`src/gppc_pkg.sv`:
```
package gppc_pkg;

  // bus address layout: byte address = index * 4 within a port window
  localparam int unsigned ADDR_W   = 12;
  localparam int unsigned IDX_LSB  = 2;
  localparam int unsigned IDX_W    = 4;
  localparam int unsigned PORT_LSB = 6;
  localparam int unsigned PORT_W   = 3;

  // register indices inside one port window
  localparam logic [3:0] IDX_ALT_EN   = 4'h0;
  localparam logic [3:0] IDX_DIR      = 4'h2;
  localparam logic [3:0] IDX_DIN      = 4'h4;
  localparam logic [3:0] IDX_DOUT     = 4'h6;
  localparam logic [3:0] IDX_PULLUP   = 4'h8;
  localparam logic [3:0] IDX_SLEW     = 4'hA;
  localparam logic [3:0] IDX_FN_CHOICE = 4'hC;

  // reset values
  localparam logic [7:0] RST_DIR       = 8'h00;
  localparam logic [7:0] RST_PULLUP    = 8'h00;
  localparam logic [7:0] RST_SLEW      = 8'h00;
  localparam logic [7:0] RST_ALT_EN    = 8'h00;
  localparam logic [7:0] RST_FN_CHOICE = 8'h00;

  // bus responses
  localparam logic [1:0] RESP_OKAY   = 2'h0;
  localparam logic [1:0] RESP_SLVERR = 2'h2;

  // pins whose second function is reserved, ports B C E F G H J
  localparam logic [55:0] ALT1_RESERVED_DEF =
    56'h7F_80_3B_00_0F_00_00;

endpackage

```
`src/gppc_top.sv`:
```
// The implementer's own choices: the AXI4-Lite register port and the register addresses.
`timescale 1ns/1ps
// Function
// - direction bit: 0 input hi-z, 1 drives
// - reset clears direction, pins start input
// - input register read-only, live pin level
// - output data read returns last written
// - output data untouched by reset
// - pull-up only GPIO with buffer off
// - reset clears pull-up enables
// - slew bit: 0 slow, 1 fast, all modes
// - reset clears slew select, slow slew
// - choice 0 first, 1 second; needs enable
// - port F choice routes serial or timer
// - port J wake-up inputs; seconds reserved on pins 0-6
// - open-drain: dout 0, toggle direction
// - eight-bit registers, bit n pin n
// - function choice independent per pin
// - enable 0 GPIO, 1 peripheral drives pin
// - reset clears alternate function enables
// - input buffer on during read or alternate
module gppc_top
  import gppc_pkg::*;
#(
  parameter int unsigned           NPORTS        = 7,
  parameter logic [NPORTS*8-1:0]   ALT1_RESERVED =
    ALT1_RESERVED_DEF[NPORTS*8-1:0]
) (
  // clock, reset, enable
  input  wire logic                aclk,
  input  wire logic                aresetn,
  input  wire logic                ce,
  // axi4-lite write address
  input  wire logic [ADDR_W-1:0]   awaddr,
  input  wire logic [2:0]          awprot,
  input  wire logic                awvalid,
  output logic                     awready,
  // axi4-lite write data
  input  wire logic [31:0]         wdata,
  input  wire logic [3:0]          wstrb,
  input  wire logic                wvalid,
  output logic                     wready,
  // axi4-lite write response
  output logic [1:0]               bresp,
  output logic                     bvalid,
  input  wire logic                bready,
  // axi4-lite read address
  input  wire logic [ADDR_W-1:0]   araddr,
  input  wire logic [2:0]          arprot,
  input  wire logic                arvalid,
  output logic                     arready,
  // axi4-lite read data
  output logic [31:0]              rdata,
  output logic [1:0]               rresp,
  output logic                     rvalid,
  input  wire logic                rready,
  // package pins
  input  wire logic [NPORTS*8-1:0] pin_in,
  output logic [NPORTS*8-1:0]      pin_out,
  output logic [NPORTS*8-1:0]      pin_oe,
  output logic [NPORTS*8-1:0]      pin_pullup_en,
  output logic [NPORTS*8-1:0]      pin_fast_slew,
  output logic [NPORTS*8-1:0]      pin_in_buf_en,
  // peripheral alternate functions
  input  wire logic [NPORTS*8-1:0] alt0_out,
  input  wire logic [NPORTS*8-1:0] alt0_oe,
  input  wire logic [NPORTS*8-1:0] alt1_out,
  input  wire logic [NPORTS*8-1:0] alt1_oe,
  output logic [NPORTS*8-1:0]      periph_in
);

  localparam int unsigned NP = NPORTS * 8;

  function automatic int unsigned port_of(input logic [ADDR_W-1:0] a);
    return int'(a[PORT_LSB +: PORT_W]);
  endfunction

  function automatic logic [3:0] idx_of(input logic [ADDR_W-1:0] a);
    return a[IDX_LSB +: IDX_W];
  endfunction

  function automatic logic decode_ok(input logic [ADDR_W-1:0] a);
    logic [3:0] i;
    i = idx_of(a);
    return (port_of(a) < NPORTS) && !i[0] && (i <= IDX_FN_CHOICE)
           && (a[ADDR_W-1:PORT_LSB+PORT_W] == '0);
  endfunction

  logic [NP-1:0]     dir_r;
  logic [NP-1:0]     dout_r;
  logic [NP-1:0]     pullup_r;
  logic [NP-1:0]     slew_r;
  logic [NP-1:0]     alt_en_r;
  logic [NP-1:0]     choice_r;
  logic [NP-1:0]     sync1_r;
  logic [NP-1:0]     sync2_r;

  logic              aw_full_r;
  logic              w_full_r;
  logic [ADDR_W-1:0] aw_addr_r;
  logic [7:0]        w_data_r;
  logic              w_lane0_r;
  logic              bvalid_r;
  logic [1:0]        bresp_r;
  logic              rvalid_r;
  logic [7:0]        rdata_r;
  logic [1:0]        rresp_r;

  logic              aw_hs;
  logic              w_hs;
  logic              wr_go;
  logic              wr_en;
  int unsigned       wr_port;
  logic [3:0]        wr_idx;
  logic              ar_hs;
  logic [7:0]        rd_val;

  // write channel: address and data taken in either order
  assign awready = ce & ~aw_full_r & ~bvalid_r;
  assign wready  = ce & ~w_full_r & ~bvalid_r;
  assign aw_hs   = awvalid & awready;
  assign w_hs    = wvalid & wready;
  assign wr_go   = ce & aw_full_r & w_full_r;
  assign wr_port = port_of(aw_addr_r);
  assign wr_idx  = idx_of(aw_addr_r);
  assign wr_en   = wr_go & decode_ok(aw_addr_r) & w_lane0_r
                   & (wr_idx != IDX_DIN);
  assign bvalid  = bvalid_r;
  assign bresp   = bresp_r;

  always_ff @(posedge aclk) begin
    if (!aresetn) begin
      aw_full_r <= 1'b0;
      w_full_r  <= 1'b0;
      bvalid_r  <= 1'b0;
      bresp_r   <= RESP_OKAY;
    end else if (ce) begin
      if (aw_hs) begin
        aw_full_r <= 1'b1;
      end
      if (w_hs) begin
        w_full_r <= 1'b1;
      end
      if (wr_go) begin
        aw_full_r <= 1'b0;
        w_full_r  <= 1'b0;
        bvalid_r  <= 1'b1;
        bresp_r   <= (decode_ok(aw_addr_r) && wr_idx != IDX_DIN)
                     ? RESP_OKAY : RESP_SLVERR;
      end else if (bvalid_r && bready) begin
        bvalid_r <= 1'b0;
      end
    end
  end

  always_ff @(posedge aclk) begin
    if (ce && aw_hs) begin
      aw_addr_r <= awaddr;
    end
    if (ce && w_hs) begin
      w_data_r  <= wdata[7:0];
      w_lane0_r <= wstrb[0];
    end
  end

  // control registers, each byte one port, bit n pin n
  always_ff @(posedge aclk) begin
    if (!aresetn) begin
      dir_r    <= {NPORTS{RST_DIR}};
      pullup_r <= {NPORTS{RST_PULLUP}};
      slew_r   <= {NPORTS{RST_SLEW}};
      alt_en_r <= {NPORTS{RST_ALT_EN}};
      choice_r <= {NPORTS{RST_FN_CHOICE}};
    end else if (wr_en) begin
      unique case (wr_idx)
        IDX_DIR:       dir_r[wr_port*8 +: 8]    <= w_data_r;
        IDX_PULLUP:    pullup_r[wr_port*8 +: 8] <= w_data_r;
        IDX_SLEW:      slew_r[wr_port*8 +: 8]   <= w_data_r;
        IDX_ALT_EN:    alt_en_r[wr_port*8 +: 8] <= w_data_r;
        IDX_FN_CHOICE: choice_r[wr_port*8 +: 8] <= w_data_r;
        default: ;
      endcase
    end
  end

  // output data keeps its value through reset
  always_ff @(posedge aclk) begin
    if (wr_en && wr_idx == IDX_DOUT) begin
      dout_r[wr_port*8 +: 8] <= w_data_r;
    end
  end

  // pin level synchronizer
  always_ff @(posedge aclk) begin
    if (ce) begin
      sync1_r <= pin_in;
      sync2_r <= sync1_r;
    end
  end

  // read channel
  assign arready = ce & ~rvalid_r;
  assign ar_hs   = arvalid & arready;
  assign rvalid  = rvalid_r;
  assign rresp   = rresp_r;
  assign rdata   = {24'h000000, rdata_r};

  always_comb begin
    int unsigned p;
    p      = port_of(araddr);
    rd_val = 8'h00;
    if (decode_ok(araddr)) begin
      unique case (idx_of(araddr))
        IDX_DIR:       rd_val = dir_r[p*8 +: 8];
        IDX_DIN:       rd_val = sync2_r[p*8 +: 8];
        IDX_DOUT:      rd_val = dout_r[p*8 +: 8];
        IDX_PULLUP:    rd_val = pullup_r[p*8 +: 8];
        IDX_SLEW:      rd_val = slew_r[p*8 +: 8];
        IDX_ALT_EN:    rd_val = alt_en_r[p*8 +: 8];
        IDX_FN_CHOICE: rd_val = choice_r[p*8 +: 8];
        default:       rd_val = 8'h00;
      endcase
    end
  end

  always_ff @(posedge aclk) begin
    if (!aresetn) begin
      rvalid_r <= 1'b0;
      rdata_r  <= 8'h00;
      rresp_r  <= RESP_OKAY;
    end else if (ce) begin
      if (ar_hs) begin
        rvalid_r <= 1'b1;
        rdata_r  <= rd_val;
        rresp_r  <= decode_ok(araddr) ? RESP_OKAY : RESP_SLVERR;
      end else if (rvalid_r && rready) begin
        rvalid_r <= 1'b0;
      end
    end
  end

  // pin muxing
  always_comb begin
    logic din_rd;
    logic sel_oe;
    logic sel_out;
    sel_oe  = 1'b0;
    sel_out = 1'b0;
    din_rd = arvalid & decode_ok(araddr) & (idx_of(araddr) == IDX_DIN);
    for (int k = 0; k < NP; k++) begin
      // second function: timer channels on port F, reserved on the ALT1_RESERVED pins of ports E G H J
      if (choice_r[k]) begin
        sel_oe  = alt1_oe[k] & ~ALT1_RESERVED[k];
        sel_out = alt1_out[k];
      end else begin
        sel_oe  = alt0_oe[k];
        sel_out = alt0_out[k];
      end
      if (alt_en_r[k]) begin
        pin_oe[k]  = sel_oe;
        pin_out[k] = sel_out;
      end else begin
        pin_oe[k]  = dir_r[k];
        pin_out[k] = dout_r[k];
      end
      pin_pullup_en[k] = pullup_r[k] & ~alt_en_r[k] & ~dir_r[k];
      pin_fast_slew[k] = slew_r[k];
      pin_in_buf_en[k] = alt_en_r[k]
                         | (din_rd && port_of(araddr) == k / 8);
    end
  end

  assign periph_in = sync2_r;
endmodule

```
`config.mk`:
```
export PLATFORM = sky130hd
export DESIGN_NAME = gppc_top
export DESIGN_NICKNAME = d
export VERILOG_FILES = /design/src/gppc_pkg.sv /design/src/gppc_top.sv
export SDC_FILE = /design/constraint.sdc
export NUM_CORES = 1
export LEC_CHECK = 0
export ABC_AREA = 1
export BUFFER_PORTS_ARGS = -buffer_cell sky130_fd_sc_hd__buf_2
export CORE_AREA = 2 2 285 287
export CTS_CLUSTER_SIZE = 28
export DETAILED_ROUTE_END_ITERATION = 8
export DIE_AREA = 0 0 287 289
export GPL_TIMING_DRIVEN = 0
export PLACE_DENSITY = 0.55
export RECOVER_POWER = 100
export SETUP_SLACK_MARGIN = 0.02
export SKIP_CTS_REPAIR_TIMING = 1
export SLEW_MARGIN = 20
export SYNTH_ARGS = -nofsm -noshare
export SYNTH_HDL_FRONTEND = slang
export SYNTH_SLANG_ARGS = --single-unit
```
`constraint.sdc`:
```
create_clock -name aclk -period 4.2 [get_ports aclk]
set_input_delay 1.26 -clock aclk [delete_from_list [all_inputs] [get_ports aclk]]
set_output_delay 1.26 -clock aclk [all_outputs]
set_load 0.1 [all_outputs]
```
## Word level (Yosys, flattened, before mapping)

Index checks and enable logic that the tools add are counted.

- Memories kept: 0
- Input port bits: 354
- Bits in latches: 0
- Memory bits (writable): 0
- Register bits after elaboration: 485
- Output and inout port bits: 377
- ROM bits: 0
- Word-level logic and storage cells: 632

- Bitwise gates (word level): 299
- Add/sub/neg operators: 1
- Reduce and logical (&&, ||, !) cells: 41
- Mux-type cells: 242
- Magnitude comparators: 4
- Shift-type cells: 9
- Eq/ne operators: 18
- Multiply operators: 0
- Divide/modulo/power cells: 0

Operators with widths:

| operator | count |
|---|---|
| $shiftx A56 B7 Y8 | 7 |
| $bwmux W56 | 6 |
| $mux W1 | 232 |
| $and A1 B1 Y1 | 127 |
| $not A1 Y1 | 116 |
| $or A1 B1 Y1 | 56 |
| $pmux W8 S7 | 1 |
| $shift A8 B34 Y56 const A | 1 |
| $shiftx A8 B34 Y56 | 1 |
| $neg A6 Y34 | 1 |
| $eq A4 B4 Y1 const B | 6 |
| $reduce_and A2 Y1 | 11 |
| $logic_and A1 B1 Y1 | 19 |
| $eq A4 B3 Y1 const B | 3 |
| $eq A3 B3 Y1 const B | 3 |
| $logic_not A3 Y1 | 3 |
| $eq A4 B2 Y1 const B | 2 |
| $le A4 B4 Y1 const B | 2 |
| $logic_not A4 Y1 | 2 |
| $mux W8 | 1 |
| $reduce_bool A2 Y1 | 4 |
| $eq A3 B2 Y1 const B | 2 |
| $lt A3 B3 Y1 const B | 2 |
| $mux W2 | 2 |
| other kinds (3) | 4 |

## Longest topological paths before layout

- Word-level depth: 8
- Mapped depth: 15
- Depth with buffers taken out: 13

## Worst setup path before layout

OpenSTA, ideal clock, no wires.

- Kind: input to output
- From: in alt0_out[48]
- To: out pin_out[48]
- Data required time: 2940 ps
- Stages: 2
- Arrival time: 3428 ps
- Buffers on the path: 0
- Slack: -488 ps
- Cells stage by stage: o21ai_0 -> o21ai_0

- Word-level cells in the longest chain between the ends: 2

Ends and longest elaborated chain:

| item | RTL line | source |
|---|---|---|
| from (decl) | gppc_top.sv:65 | `input wire logic [NPORTS*8-1:0] alt0_out,` |
| $mux W1 | gppc_top.sv:252 | `if (choice_r[k]) begin` |
| $mux W1 | gppc_top.sv:259 | `if (alt_en_r[k]) begin` |
| to (decl) | gppc_top.sv:59 | `output logic [NPORTS*8-1:0] pin_out,` |

No other way between the ends.

## Worst setup path after layout

- From: in ce
- To: reg dout_r[33], enable pin

- Word-level cells in the longest chain between the ends: 6

Ends and longest elaborated chain:

| item | RTL line | source |
|---|---|---|
| from (decl) | gppc_top.sv:32 | `input wire logic ce,` |
| $and A1 B1 Y1 (2 in series) | gppc_top.sv:123 | `assign wr_go = ce & aw_full_r & w_full_r;` |
| $and A1 B1 Y1 (2 in series) | gppc_top.sv:126 | `assign wr_en = wr_go & decode_ok(aw_addr_r) & w_lane0_r` |
| $and A1 B1 Y1 | gppc_top.sv:127 | `& (wr_idx != IDX_DIN);` |
| $logic_and A1 B1 Y1 | gppc_top.sv:188 | `if (wr_en && wr_idx == IDX_DOUT) begin` |
| to (signal, indexed assignment) | gppc_top.sv:189 | `dout_r[wr_port*8 +: 8] <= w_data_r;` |
| to (decl) | gppc_top.sv:90 | `logic [NP-1:0] dout_r;` |

No other way between the ends.
A chain may end at the register's enable or synchronous reset.

==> flow_summary.yaml <==
routing:
  via_per_inst: 5.51
  first_pass_iters: 6
  wire_per_inst_um: 28.4
  drc_errors: 0
  dr_total_vias: 28286
  drt-initial-drc-count: 3240
  ant_nets: 0
  totalWireLength_mm: 145
global_routing:
  antenna_found_initial: 10
  grt_max_degree: 61
  overflow: 0
  grt_pass1_vias: 25630
  track_usage_pct: 33.4
  grt_pass1_wl_mm: 195
final_layout:
  fin_util_pct: 40.2
  drive_above_1_share_pct: 24.7
  nNetsFinal: 4374
  area_growth_pct: 32.8
  nFillCells: 8539
sta:
  setup_ws_ps: -154
  hold_violations: 0
  slew_violations: 0
  min_period_ps: 4350
  worst_slew_pin_slew_ps: 1300
  setup_tns_ps: -3970
  period_share_pct: 104
  setup_viol: 41
  fmax_mhz: 230
  relSlewSlack_pct: 13.2
  finClkSkew_ps: 38.8
  rsz0062_at_grt: "true"
critical_path:
  critPathRequiredTime_ps: 4460
  rr_startpoint: "aw_addr_r[2]"
  critPathMaxFanout: 60
  startpoint: "ce"
  reg2reg_depth: 9
  end_kind: "flip-flop"
  crit_type: "input port to flip-flop"
  cp.arrival_ps: 4620
  cp-start-kind: "input port"
synth:
  synth_area_mm2: 0.0242
  ys_types: 34
  synth-seq-area-share_pct: 47.6
  ys_seq_elements: 481
  synth_cells: 3267
  yosysTopAreaCell: "dfxtp_1"
  synth_flop_cell: "dfxtp_1"
  syn_area_per_cell_um2: 7.40
  yosys-top-cells-area: "dfxtp_1, edfxtp_1, nand2_1"
  netlist_top_cells_count: "nand2_1, nor2_1, inv_1, a21oi_1, dfxtp_1"
  synth-async-reset-ratio_pct: 0
  yosys_warnings: 0
  synth_edf_count: 187
  synth_most_common_cell: "nand2_1"
  yosysTopAreaCellShare_pct: 24.3
power:
  leakagePower_nw: 13.3
  p_int_w: 0.00820
  power_frac_seq_pct: 43.2
  fin_total_pwr_w: 0.0116
  p_comb_share_pct: 11.8
  p_clk_share_pct: 45.1
  netSwitchingFraction_pct: 29.3
  irDropWorstVdd_v: 0.000299
  p_per_area_mw_per_mm2: 361
  switching_power_w: 0.00339
die:
  core_area_mm2: 0.0799
  initial_core_util_pct: 30.3
  chipWidth_um: 287
  io-pin-count: 731
  dieArea_mm2: 0.0829
  dieHeight_um: 289
  rows: 104
run:
  maxCapViolCount: 0
clocking:
  cts_tree: "yes"
  htreeDepth: 2
  clock-root-buffer: "clkbuf_16"
  clockBufferDepth: 3
  clkTransAtPathRegs_ps: 60
  cts-buffers-inserted: 57
  clock_latency_ps: 660
  cts_sinks: 481
placed_design:
  gp_congestion: 1.01
  dp_hpwl_mm: 112
  port_buffers: 648
run_status:
  violations: "negative setup slack"
  status: "finished, violations left"
hold_path:
  holdPathStages: 0
  worstHoldStart: "sync1_r[20]"
  hp-class: "flip-flop to flip-flop"
## power groups by stage
stage	clock, W	sequential [W]	combinational [W]
final	0.00522	0.00500	0.00136
after global routing	0.00538	0.00501	0.00139
after CTS	0.00522	0.00500	0.00129
after detailed placement	0	0.00511	0.00129
after global placement	0	0.00511	0.00128
after floorplan	0	0.00535	0.000464
## critical path: stages
cell and delay (ps):
buf_8 350, inv_1 190, nor3_2 240, nand4_1 160, nor2_1 270, buf_4 320
buf_4 270, nand3_1 630, nor2_2 780
## registers in the layout (all words and copies together), names as in the netlist, 8 cells and up
| name | cells |
|---|---|
| alt_en_r | 56 |
| aw_addr_r | 10 |
| choice_r | 56 |
| dir_r | 56 |
| dout_r | 56 |
| periph_in | 56 |
| pin_fast_slew | 56 |
| pullup_r | 56 |
| rdata_r | 8 |
| sync1_r | 56 |
| w_data_r | 8 |
## metrics by stage
step / area (um2) / setup slack (ps) / hold WS, ps / instances
floorplan: 24400 / -455 / 400 / 3292
detailed placement: 29100 / -1470 / 405 / 5003
finish: 32100 / -154 / 416 / 5132
CTS: 31000 / -1470 / 413 / 5110
global route: 32100 / -107 / 420 / 5127
global placement: 29000 / -3120 / 401 / 5000
## placed cells by master (no fill, tap or decap), drive strengths merged, types with 175 or more instances in the layout
cell	synthesis	routed
buf	124	785
nand2	703	703
nor2	359	359
inv	349	350
a21oi	310	310
dfxtp	294	294
o21ai	278	278
nand3	238	238
nand4	214	214
edfxtp	187	187
clkbuf	90	175
## cell families (layout without fill, tap and decap cells)
kind of cell | Yosys count | in the layout | share of synthesized area [%]
AND/OR/NAND/NOR | 1552 | 1552 | 28.1
AO/OA/AOI/OAI | 667 | 667 | 14.3
buffers and inverters | 564 | 1338 | 9.88
flip-flops | 481 | 481 | 47.6
adder cells (fa/ha/maj) | 2 | 2 | 0.104
other | 1 | 32 | 0.0155
## layout make-up
| type | count | area (um2) | share of cell area (%) |
|---|---|---|---|
| Multi-Input combinational cell | 2247 | 10800 | 33.8 |
| Clock inverter | 28 | 233 | 0.725 |
| Buffer | 214 | 1150 | 3.57 |
| Antenna cell | 6 | 15.0 | 0.0468 |
| Inverter | 350 | 1330 | 4.15 |
| Clock buffer | 79 | 1680 | 5.25 |
| Tap cell | 1060 | 1330 | 4.13 |
| Timing Repair Buffer | 667 | 4020 | 12.5 |
| Sequential cell | 481 | 11500 | 35.8 |
## layer usage
layer	vias up	wire length (um)	global-route usage [%]	part of all wire [%]
li1	12505	-	-	-
met1	13551	54600	41.3	37
met2	1815	64600	53.0	44
met3	399	17500	9.61	12
met4	16	8680	17.0	6.0
met5	-	98	0	0.067
## worst paths after layout
check                   to  slack (ps)
max reg2reg     dout_r[33]         290
max             dout_r[33]        -150
min          periph_in[20]         420
min reg2reg  periph_in[20]         420
Power figures use the tool's default switching activity.
